## config.mk

```make
export PLATFORM = sky130hd
export DESIGN_NAME = flash_lock_config_register_ops
export DESIGN_NICKNAME = d
export VERILOG_FILES = /design/src/flash_lock_pkg.sv /design/src/spi_pin_sync.sv /design/src/nv_cycle_timer.sv /design/src/flash_lock_config_register_ops.sv
export SDC_FILE = /design/constraint.sdc
export NUM_CORES = 2
export LEC_CHECK = 0
export BUFFER_PORTS_ARGS = -buffer_cell sky130_fd_sc_hd__buf_2
export CAP_MARGIN = 20
export CORE_MARGIN = 2
export CORE_UTILIZATION = 55
export DETAILED_ROUTE_END_ITERATION = 16
export GPL_ROUTABILITY_DRIVEN = 0
export PLACE_DENSITY = 0.82
export SYNTH_ARGS = -nofsm -noshare
export SYNTH_HDL_FRONTEND = slang
export SYNTH_HIERARCHICAL = 1
export SYNTH_SLANG_ARGS = --single-unit
```

## constraint.sdc

```tcl
create_clock -name mclk -period 41.9 [get_ports mclk]
set_input_delay 2.095 -clock mclk [delete_from_list [all_inputs] [get_ports mclk]]
set_output_delay 2.095 -clock mclk [all_outputs]
set_load 0.05 [all_outputs]
```

## src/flash_lock_pkg.sv

```systemverilog
// package: command codes, field positions, reset values and timing for the register-access command block
package flash_lock_pkg;
  // ****************************************
  // command codes
  // ****************************************
  localparam logic [7:0] cmd_write_enable       = 8'h06;
  localparam logic [7:0] cmd_read_sector_lock   = 8'hE8;
  localparam logic [7:0] cmd_write_sector_lock  = 8'hE5;
  localparam logic [7:0] cmd_read_flag_register = 8'h70;
  localparam logic [7:0] cmd_clear_error_flags  = 8'h50;
  localparam logic [7:0] cmd_read_nv_config     = 8'hB5;
  localparam logic [7:0] cmd_write_nv_config    = 8'hB1;
  localparam logic [7:0] cmd_read_vol_config    = 8'h85;
  localparam logic [7:0] cmd_write_vol_config   = 8'h81;
  localparam logic [7:0] cmd_read_status        = 8'h05;
  // ****************************************
  // field positions
  // ****************************************
  localparam int lock_write_bit   = 0;
  localparam int lock_down_bit    = 1;
  localparam int flag_ctrl_bit    = 7;
  localparam int flag_erase_bit   = 5;
  localparam int flag_prog_bit    = 4;
  localparam int flag_vpp_bit     = 3;
  localparam int flag_prot_bit    = 1;
  localparam int flag_addr4_bit   = 0;
  localparam int status_busy_bit  = 0;
  localparam int status_latch_bit = 1;
  localparam logic [7:0] flag_error_mask = 8'h3A;
  localparam logic [7:0] lock_keep_mask  = 8'h03;
  // ****************************************
  // reset values
  // ****************************************
  localparam logic [7:0]  lock_reset_val  = 8'h00;
  localparam logic [7:0]  vcfg_reset_val  = 8'hFB;
  localparam logic [15:0] nvcfg_reset_val = 16'hFFFF;
  // ****************************************
  // timing and sizes
  // ****************************************
  localparam int clk_hz            = 20_000_000;
  localparam int nvcfg_time_us     = 200;
  localparam int nvcfg_cycles      = nvcfg_time_us * (clk_hz / 1_000_000);
  localparam int sector_bits       = 9;
  localparam int sector_lsb        = 16;
endpackage

```

## src/spi_pin_sync.sv

```systemverilog
// two-flop synchronisers for the serial pins and edge detection on the serial clock
`timescale 1ns/100ps
module spi_pin_sync (
  input  wire logic mclk,
  input  wire logic rst,
  input  wire logic sclk_pin,
  input  wire logic cs_n_pin,
  input  wire logic din_pin,
  output logic      rise,
  output logic      fall,
  output logic      cs_n,
  output logic      din
);
  logic [2:0] sclk_ff;
  logic [1:0] cs_ff;
  logic [1:0] din_ff;
  // ****************************************
  // synchronisers
  // ****************************************
  always_ff @(posedge mclk or posedge rst) begin
    if (rst) begin
      sclk_ff <= 3'h0;
      cs_ff   <= 2'h3;
      din_ff  <= 2'h0;
    end else begin
      sclk_ff <= {sclk_ff[1:0], sclk_pin};
      cs_ff   <= {cs_ff[0], cs_n_pin};
      din_ff  <= {din_ff[0], din_pin};
    end
  end
  // edges are taken between second and third stage only
  assign rise = sclk_ff[1] & ~sclk_ff[2];
  assign fall = ~sclk_ff[1] & sclk_ff[2];
  assign cs_n = cs_ff[1];
  assign din  = din_ff[1];
endmodule

```

## src/nv_cycle_timer.sv

```systemverilog
// self-timed programming cycle counter for the non-volatile configuration
`timescale 1ns/100ps
module nv_cycle_timer #(
  parameter int cycles = 4000
) (
  input  wire logic mclk,
  input  wire logic rst,
  input  wire logic start,
  output logic      busy,
  output logic      done
);
  logic [31:0] cnt_ff;
  always_ff @(posedge mclk or posedge rst) begin
    if (rst) begin
      cnt_ff <= 32'h0000_0000;
      done   <= 1'b0;
    end else begin
      done <= 1'b0;
      if (start && cnt_ff == 32'h0000_0000) begin
        cnt_ff <= 32'(cycles);
      end else if (cnt_ff == 32'h0000_0001) begin
        cnt_ff <= 32'h0000_0000;
        done   <= 1'b1;
      end else if (cnt_ff != 32'h0000_0000) begin
        cnt_ff <= cnt_ff - 32'h0000_0001;
      end
    end
  end
  assign busy = (cnt_ff != 32'h0000_0000);
endmodule

```

## src/flash_lock_config_register_ops.sv

```systemverilog
// command interpreter for lock, flag and configuration register instructions of a serial flash
//
// Summary of operation
// lock read takes three-byte sector address
// address bits captured on rising clock
// lock byte shifted out on falling edges
// chip select high ends read, output released
// lock read rejected while cycle running
// four-byte mode uses 32-bit lock address
// lock-down freezes both bits until power-up
// write-lock blocks modify ops on sector
// host frames lock write: cmd, addr, byte
// lock write runs only on byte-eight boundary
// lock bits instant, latch cleared quickly after
// lock write rejected while cycle running
// register writes need write-enable latch set
// flag read anytime, repeats while selected
// clear-flags resets four error bits
// clear-flags ignores and keeps write-enable latch
// nv config write needs exactly sixteen bits
// nv write starts timed programming cycle
// busy bit during nv cycle, latch cleared after
// nv values take effect only after power-on; the active copy here only ever takes the fixed reset value
// volatile config write needs eight bits
// volatile write applies at once, clears latch
// reserved lock bits ignored, read as zero
`timescale 1ns/100ps
module flash_lock_config_register_ops #(
  parameter int nv_cycles  = flash_lock_pkg::nvcfg_cycles,
  parameter int sec_bits   = flash_lock_pkg::sector_bits
) (
  input  wire logic                mclk,
  input  wire logic                rst,
  input  wire logic                sclk_pin,
  input  wire logic                cs_n_pin,
  input  wire logic                serial_in_line,
  output logic                     serial_out_line,
  output logic                     serial_out_oe,
  input  wire logic                ext_busy,
  input  wire logic                four_byte_mode,
  input  wire logic                write_enable_cmd_ext,
  input  wire logic                err_erase_set,
  input  wire logic                err_prog_set,
  input  wire logic                err_vpp_set,
  input  wire logic                err_prot_set,
  input  wire logic [31:0]         modify_addr,
  output logic                     modify_blocked_ff,
  output logic                     write_enable_latch_ff,
  output logic                     write_in_progress_ff,
  output logic [7:0]               vol_config_ff,
  output logic [15:0]              nv_active_ff
);
  typedef enum logic [4:0] {
    st_cmd  = 5'b00001,
    st_addr = 5'b00010,
    st_din  = 5'b00100,
    st_dout = 5'b01000,
    st_skip = 5'b10000
  } phase_t;

  logic        rise, fall, cs_n, din;
  logic        nv_busy, nv_done;
  logic        busy;
  phase_t      phase_ff;
  logic [7:0]  cmd_ff;
  logic [31:0] addr_ff;
  logic [15:0] data_ff;
  logic [5:0]  cnt_ff;
  logic [7:0]  obyte_ff;
  logic [2:0]  obit_ff;
  logic        cs_d_ff;
  logic        nv_start_ff;
  logic [15:0] nv_store_ff;
  logic [7:0]  flags_ff;
  logic [1:0]  lock_mem [0:(1<<sec_bits)-1];
  logic [1:0]  lock_sel;
  logic [1:0]  mod_sel;
  logic        end_sel;
  logic        exec_lock_w, exec_vol_w, exec_nv_w, exec_clr, exec_wen;
  logic [5:0]  addr_len;
  logic [7:0]  out_byte;

  spi_pin_sync u_sync (
    .mclk     (mclk),
    .rst      (rst),
    .sclk_pin (sclk_pin),
    .cs_n_pin (cs_n_pin),
    .din_pin  (serial_in_line),
    .rise     (rise),
    .fall     (fall),
    .cs_n     (cs_n),
    .din      (din)
  );

  nv_cycle_timer #(.cycles(nv_cycles)) u_nv (
    .mclk  (mclk),
    .rst   (rst),
    .start (nv_start_ff),
    .busy  (nv_busy),
    .done  (nv_done)
  );

  function automatic logic [sec_bits-1:0] sector_of(input logic [31:0] a);
    sector_of = a[flash_lock_pkg::sector_lsb +: sec_bits];
  endfunction

  assign busy     = ext_busy | nv_busy | nv_start_ff;
  assign addr_len = four_byte_mode ? 6'd32 : 6'd24;
  assign end_sel  = cs_n & ~cs_d_ff;
  assign lock_sel = lock_mem[sector_of(addr_ff)];
  assign mod_sel  = lock_mem[sector_of(modify_addr)];

  // ****************************************
  // write-back decisions at deselect
  // ****************************************
  // byte-boundary checks: exact bit count or the instruction is dropped
  assign exec_wen    = end_sel && phase_ff == st_cmd && cnt_ff == 6'd8 && cmd_ff == flash_lock_pkg::cmd_write_enable;
  assign exec_clr    = end_sel && phase_ff == st_cmd && cnt_ff == 6'd8
                       && cmd_ff == flash_lock_pkg::cmd_clear_error_flags;
  assign exec_lock_w = end_sel && phase_ff == st_din && cnt_ff == 6'd8 && write_enable_latch_ff
                       && !busy && cmd_ff == flash_lock_pkg::cmd_write_sector_lock;
  assign exec_vol_w  = end_sel && phase_ff == st_din && cnt_ff == 6'd8 && write_enable_latch_ff
                       && !busy && cmd_ff == flash_lock_pkg::cmd_write_vol_config;
  assign exec_nv_w   = end_sel && phase_ff == st_din && cnt_ff == 6'd16 && write_enable_latch_ff
                       && !busy && cmd_ff == flash_lock_pkg::cmd_write_nv_config;

  // ****************************************
  // serial input sequencing
  // ****************************************
  always_ff @(posedge mclk or posedge rst) begin
    if (rst) begin
      phase_ff <= st_cmd;
      cmd_ff   <= 8'h00;
      addr_ff  <= 32'h0000_0000;
      data_ff  <= 16'h0000;
      cnt_ff   <= 6'h00;
      cs_d_ff  <= 1'b1;
    end else begin
      cs_d_ff <= cs_n;
      if (cs_n) begin
        phase_ff <= st_cmd;
        // upper address bits must not carry over into a three-byte frame
        addr_ff  <= 32'h0000_0000;
        if (!cs_d_ff) begin
          cnt_ff <= 6'h00;
        end
      end else if (rise) begin
        case (phase_ff)
          st_cmd: begin
            cmd_ff <= {cmd_ff[6:0], din};
            cnt_ff <= cnt_ff + 6'h01;
            if (cnt_ff == 6'd7) begin
              cnt_ff <= 6'h00;
              case ({cmd_ff[6:0], din})
                flash_lock_pkg::cmd_read_sector_lock,
                flash_lock_pkg::cmd_write_sector_lock: phase_ff <= st_addr;
                flash_lock_pkg::cmd_write_nv_config,
                flash_lock_pkg::cmd_write_vol_config: phase_ff <= st_din;
                flash_lock_pkg::cmd_read_flag_register,
                flash_lock_pkg::cmd_read_nv_config,
                flash_lock_pkg::cmd_read_vol_config,
                flash_lock_pkg::cmd_read_status: phase_ff <= st_dout;
                default: cnt_ff <= 6'd8;
              endcase
            end else if (cnt_ff == 6'd8) begin
              phase_ff <= st_skip;
            end
          end
          st_addr: begin
            addr_ff <= {addr_ff[30:0], din};
            cnt_ff  <= cnt_ff + 6'h01;
            if (cnt_ff == addr_len - 6'd1) begin
              cnt_ff <= 6'h00;
              if (cmd_ff == flash_lock_pkg::cmd_write_sector_lock) begin
                phase_ff <= st_din;
              end else if (busy) begin
                phase_ff <= st_skip;
              end else begin
                phase_ff <= st_dout;
              end
            end
          end
          st_din: begin
            data_ff <= {data_ff[14:0], din};
            if (cnt_ff != 6'd63) begin
              cnt_ff <= cnt_ff + 6'h01;
            end
          end
          st_dout: phase_ff <= st_dout;
          st_skip: phase_ff <= st_skip;
          default: phase_ff <= st_skip;
        endcase
      end
    end
  end

  // ****************************************
  // serial output
  // ****************************************
  function automatic logic [7:0] read_byte(input logic [7:0] c, input logic [1:0] lk, input logic [7:0] fl,
                                           input logic [15:0] nv, input logic [7:0] vc, input logic [1:0] st,
                                           input logic hi);
    read_byte = 8'h00;
    case (c)
      flash_lock_pkg::cmd_read_sector_lock:   read_byte = {6'h00, lk};
      flash_lock_pkg::cmd_read_flag_register: read_byte = fl;
      flash_lock_pkg::cmd_read_nv_config:     read_byte = hi ? nv[15:8] : nv[7:0];
      flash_lock_pkg::cmd_read_vol_config:    read_byte = vc;
      flash_lock_pkg::cmd_read_status:        read_byte = {6'h00, st};
      default:                                read_byte = 8'h00;
    endcase
  endfunction

  // byte is re-read for every bit, unregistered, so flag reads stay live and repeat
  assign out_byte = read_byte(cmd_ff, lock_sel, flags_ff, nv_store_ff, vol_config_ff,
                              {write_enable_latch_ff, write_in_progress_ff},
                              (obit_ff == 3'h0) ? obyte_ff[0] : ~obyte_ff[0]);

  always_ff @(posedge mclk or posedge rst) begin
    if (rst) begin
      serial_out_line <= 1'b0;
      serial_out_oe   <= 1'b0;
      obyte_ff        <= 8'h00;
      obit_ff         <= 3'h0;
    end else if (cs_n || phase_ff != st_dout) begin
      serial_out_oe <= 1'b0;
      obit_ff       <= 3'h0;
      obyte_ff      <= 8'h00;
    end else if (fall) begin
      serial_out_oe   <= 1'b1;
      serial_out_line <= out_byte[3'd7 - obit_ff];
      if (obit_ff == 3'h0) begin
        obyte_ff <= {7'h00, ~obyte_ff[0]};
      end
      obit_ff <= obit_ff + 3'h1;
    end
  end

  // ****************************************
  // lock bits
  // ****************************************
  // reset stands in for power-up; lock-down only drops here
  always_ff @(posedge mclk or posedge rst) begin
    if (rst) begin
      for (int i = 0; i < (1 << sec_bits); i++) begin
        lock_mem[i] <= flash_lock_pkg::lock_reset_val[1:0];
      end
    end else if (exec_lock_w && !lock_sel[flash_lock_pkg::lock_down_bit]) begin
      lock_mem[sector_of(addr_ff)] <= data_ff[1:0] & flash_lock_pkg::lock_keep_mask[1:0];
    end
  end

  always_ff @(posedge mclk or posedge rst) begin
    if (rst) begin
      modify_blocked_ff <= 1'b0;
    end else begin
      modify_blocked_ff <= mod_sel[flash_lock_pkg::lock_write_bit];
    end
  end

  // ****************************************
  // write-enable latch and progress
  // ****************************************
  always_ff @(posedge mclk or posedge rst) begin
    if (rst) begin
      write_enable_latch_ff <= 1'b0;
    end else if (exec_wen || write_enable_cmd_ext) begin
      write_enable_latch_ff <= 1'b1;
    end else if (exec_lock_w || exec_vol_w || nv_done) begin
      write_enable_latch_ff <= 1'b0;
    end
  end

  always_ff @(posedge mclk or posedge rst) begin
    if (rst) begin
      nv_start_ff          <= 1'b0;
      write_in_progress_ff <= 1'b0;
    end else begin
      nv_start_ff          <= exec_nv_w;
      write_in_progress_ff <= exec_nv_w | nv_start_ff | (nv_busy & ~nv_done) | ext_busy;
    end
  end

  // ****************************************
  // configuration registers
  // ****************************************
  always_ff @(posedge mclk or posedge rst) begin
    if (rst) begin
      vol_config_ff <= flash_lock_pkg::vcfg_reset_val;
    end else if (exec_vol_w) begin
      vol_config_ff <= data_ff[7:0];
    end
  end

  // stored copy changes; active copy only ever takes the fixed reset value, at power-on
  always_ff @(posedge mclk or posedge rst) begin
    if (rst) begin
      nv_store_ff <= flash_lock_pkg::nvcfg_reset_val;
    end else if (exec_nv_w) begin
      nv_store_ff <= {data_ff[7:0], data_ff[15:8]};
    end
  end

  always_ff @(posedge mclk or posedge rst) begin
    if (rst) begin
      nv_active_ff <= flash_lock_pkg::nvcfg_reset_val;
    end else begin
      nv_active_ff <= nv_active_ff;
    end
  end

  // ****************************************
  // flag status
  // ****************************************
  // a set arriving with the clear wins
  always_ff @(posedge mclk or posedge rst) begin
    if (rst) begin
      flags_ff <= 8'h80;
    end else begin
      flags_ff <= ((exec_clr ? (flags_ff & ~flash_lock_pkg::flag_error_mask) : flags_ff)
                  | {2'b00, err_erase_set, err_prog_set, err_vpp_set, 1'b0, err_prot_set, 1'b0});
      flags_ff[flash_lock_pkg::flag_ctrl_bit]  <= ~busy;
      flags_ff[flash_lock_pkg::flag_addr4_bit] <= four_byte_mode;
    end
  end

  // ****************************************
  // checks
  // ****************************************
  a_lock_down_hold: assert property (@(posedge mclk) disable iff (rst)
    exec_lock_w && lock_sel[1] |=> lock_mem[sector_of($past(addr_ff))] == $past(lock_sel))
    else $error("locked-down sector changed");
  a_latch_clear: assert property (@(posedge mclk) disable iff (rst)
    (exec_lock_w || exec_vol_w) && !write_enable_cmd_ext |=> !write_enable_latch_ff)
    else $error("latch not cleared after register write");
  a_busy_reject: assert property (@(posedge mclk) disable iff (rst)
    busy |-> !exec_lock_w && !exec_vol_w && !exec_nv_w)
    else $error("write accepted while busy");
  a_need_wel: assert property (@(posedge mclk) disable iff (rst)
    !write_enable_latch_ff |-> !exec_lock_w && !exec_nv_w && !exec_vol_w)
    else $error("write without latch");
  a_clr_flags: assert property (@(posedge mclk) disable iff (rst)
    exec_clr && !err_erase_set && !err_prog_set |=> flags_ff[5:4] == 2'b00)
    else $error("errors not cleared");
  a_nv_wip: assert property (@(posedge mclk) disable iff (rst)
    exec_nv_w |=> write_in_progress_ff ##1 write_in_progress_ff)
    else $error("progress not shown");
  a_vol_apply: assert property (@(posedge mclk) disable iff (rst)
    exec_vol_w |=> vol_config_ff == $past(data_ff[7:0]))
    else $error("volatile byte not applied");
  a_out_release: assert property (@(posedge mclk) disable iff (rst)
    cs_n |=> !serial_out_oe)
    else $error("output driven while deselected");
endmodule

```

==> results.tsv <==
metric	value	unit
outcome	finished with violations	
failing checks	max-slew violations	
diode count	0	
data arrival time of the critical path	6880	ps
Clock Latency Late Sink	720	ps
core footprint	108000	um2
mean number of vias per cell	6.87	
Cells after Synth	4775	
post-CTS sizing	0	
FP Rows	121	
initial antenna violation count	1	
max_slew headroom	-0.0153	
sequential power share	0.492	
fill cell count	8060	
HP Class	flip-flop to flip-flop	
final hold vios	0	
VDD IR max	0.0382	mV
Mapped Area	59900	um2
Primary FF master, synth	dfrtp_1	
Initial Utilization	0.553	
Setup crit end	lock_mem[166]$_DFFE_PP0P_	
clock slew at reported path FFs	60	ps
share of cells above drive strength 1	0.291	
WL/cell	27.3	um
Tcrit/Tclk final	0.150	
largest net degree at the start of global routing	266	
Initial DRC Count	5101	
CTS tree	yes	
post-synthesis async set-or-reset flop share	1.00	
reg2reg path depth	12	
final setup vio count	0	
#FFs+latches synth	1165	
Slew Limit Fails	48	
Post-route DRC	0	
cell-internal power	1810	uW
final critical-path required period	6300	ps
clock power share	0.481	
syn avg cell area	12.6	um2
Die Y	334	um
Worst Path Required	42480	ps
startpoint types	flip-flop	
P_sw	505	uW
clock skew	23.8	ps
Synth warnings	6	
IO Count	73	
CTS sink cnt	1165	
RSZ-0062 raised after global routing	false	
Cell Area, Placed	60600	um2
TNS Setup	0	ps
gr ovfl total	0	
critical path peak fanout	72	
RR Startpoint	addr_ff[16]$_DFFE_PP0P_	
Hold Buf Count CTS	0	
vias post-DR	41925	
DRT Wirelength	167	mm
critical path endpoint category	flip-flop	
P_leak	0.0273	uW
number of I/O port buffers	33	
Max clock buf depth	3	
Worst-Margin Slew	1520	ps
worst setup path start	addr_ff[16]$_DFFE_PP0P_	
CTS Root Cell	clkbuf_16	
Layout area overhead	8.16	%
Die Width	334	um
Achievable Freq	159	MHz
postcts setup bufs	0	
crit path kind	flip-flop to flip-flop	
post-synthesis cell type count	90	
worst hold start	u_sync/din_ff[0]$_DFF_PP0_	
fin area	64800	um2
PD cells	35.7	nW/um2
Reg2Reg Capture Point	lock_mem[166]$_DFFE_PP0P_	
first-pass GRT wire length	258	mm
vias in the first global route	42932	
reg2reg setup slack	35610	ps
Pre-antenna DRT Iters	8	
max cap viols	0	
sw frac	0.218	
Seq/Total Area, Yosys	0.487	
EDFF count, synth	0	
DRT antenna net count	0	
Combinational Power Share	0.027	
die area	112000	um2
nets	4642	
total CTS buffers	118	
Overall Global Routing Usage	0.299	
DPL Wire Length	96.0	mm
H-tree lvl count	3	
per-stage QoR:
step / total power, uW / hold WS, ps / worst slack (ps) / util / cells
6_report: 2310 / 348 / 35610 / 0.598 / 6104
5_1_grt: 2370 / 357 / 35430 / 0.598 / 6104
4_1_cts: 2320 / 348 / 35690 / 0.597 / 6100
3_5_place_dp: 1220 / 335 / 35380 / 0.559 / 5881
3_3_place_gp: 1220 / 336 / 35460 / 0.559 / 5880
2_1_floorplan: 1210 / 331 / 8170 / - / 4790
cell type report:
class / instances / area (um2) / area share
clock buffers: 183 / 3630 / 0.0561
clock inverters: 36 / 480 / 0.00741
inverters: 28 / 113 / 0.00174
multi-input cells: 3136 / 28500 / 0.440
flip-flops and latches: 1165 / 29200 / 0.451
well taps: 1414 / 1770 / 0.0273
repair buffers: 142 / 1130 / 0.0174
worst max-delay path, stage by stage (launching register included):
cell and delay, ps:
dfrtp_4 630, buf_4 660, and2_2 520, buf_4 650
a22oi_1 190, nand3_1 140, nand4_1 220, a2111o_1 690
nor4_4 350, buf_4 590, buf_4 770, nand3_1 240
mux2_2 330
kinds of logic (layout without fill, tap and decap cells):
family                   count (synthesis)  count (layout)  share of synthesized area
buffers and inverters                  489             389                     0.0418
AND/OR/NAND/NOR                       1131            1131                     0.0885
adder cells (fa/ha/maj)                  7               7                    0.00146
XOR/XNOR                                25              25                    0.00365
multiplexers                          1142            1142                      0.273
AO/OA/AOI/OAI                          815             815                      0.104
other                                    1              16                  0.0000626
flip-flops                            1165            1165                      0.487
per-layer routing:
layer | vias up | share of wire | track usage | routed length (um)
met4 | 2 | 0.061 | 0.159 | 10300
met1 | 21708 | 0.38 | 0.400 | 63000
met5 | - | 0.000078 | 0 | 13
met2 | 2373 | 0.46 | 0.459 | 76400
li1 | 17207 | - | - | -
met3 | 635 | 0.10 | 0.0684 | 17200
power by group through the flow:
| stage | Clock [uW] | Combinational, uW | Sequential [uW] |
|---|---|---|---|
| after global placement | 0 | 61.3 | 1160 |
| after floorplan | 0 | 51.8 | 1150 |
| after CTS | 1120 | 62.4 | 1140 |
| final | 1110 | 62.0 | 1140 |
| after detailed placement | 0 | 62.3 | 1160 |
| after global routing | 1160 | 69.3 | 1140 |
flip-flops by register name, summed over array words and instances, names as in the netlist, 5 cells and up:
signal,flops
phase_ff,5
addr_ff,25
u_nv/cnt_ff,32
nv_store_ff,16
cnt_ff,6
flags_ff,6
data_ff,16
cmd_ff,8
lock_mem,1024
vol_config_ff,8
cells in the mapped netlist (all sizes together), types with 19 or more instances:
| library cell | n | share of area |
|---|---|---|
| a22oi | 78 | 0.0098 |
| a22o | 36 | 0.0053 |
| buf | 240 | 0.026 |
| inv | 28 | 0.0018 |
| dfrtp | 1137 | 0.47 |
| xnor2 | 20 | 0.0029 |
| a21oi | 38 | 0.0032 |
| o21bai | 512 | 0.066 |
| mux2 | 571 | 0.11 |
| nor2b | 22 | 0.0023 |
| nand3 | 224 | 0.019 |
| nand2 | 311 | 0.019 |
| clkbuf | 221 | 0.014 |
| nor3 | 117 | 0.010 |
| mux4 | 338 | 0.13 |
| a211oi | 21 | 0.0026 |
| nor4 | 19 | 0.0027 |
| o21ai | 53 | 0.0064 |
| mux2i | 233 | 0.039 |
| nand4 | 21 | 0.0022 |
| nor2 | 303 | 0.019 |
| dfstp | 28 | 0.012 |
cell usage in the layout (no fill, tap or decap), types with 13 or more instances in the layout:
cell and count:
a22oi_1 78, buf_4 99, o21ai_0 36, nand2b_1 13, clkbuf_8 34, nor2b_1 16, clkbuf_16 123, nor2_1 296
mux2_2 560, clkbuf_1 27, nand4_1 21, nand3_1 223, mux2i_1 233, mux4_2 335, inv_1 27, a211oi_1 21
nor3_1 110, o21bai_2 33, clkinv_2 17, conb_1 16, nor4_1 13, o21bai_1 479, buf_2 31, a21oi_1 37
nand2_1 311, dfstp_2 28, o21ai_4 16, dfrtp_1 1132, xnor2_1 20, a22o_1 36
how the worst min path moves through the flow:
| stage | to | slack (ps) | cells past startpoint |
|---|---|---|---|
| final | u_sync/din_ff[1]$_DFF_PP0_ | 350 | 0 |
| after global routing | u_sync/sclk_ff[1]$_DFF_PP0_ | 360 | 0 |
| after CTS | u_sync/din_ff[1]$_DFF_PP0_ | 350 | 0 |
| after detailed placement | u_sync/din_ff[1]$_DFF_PP0_ | 330 | 0 |
| after global placement | u_sync/sclk_ff[1]$_DFF_PP0_ | 340 | 0 |
| after floorplan | u_sync/din_ff[1]$_DFF_PP0_ | 330 | 0 |
(Power assumes the default switching activity.)
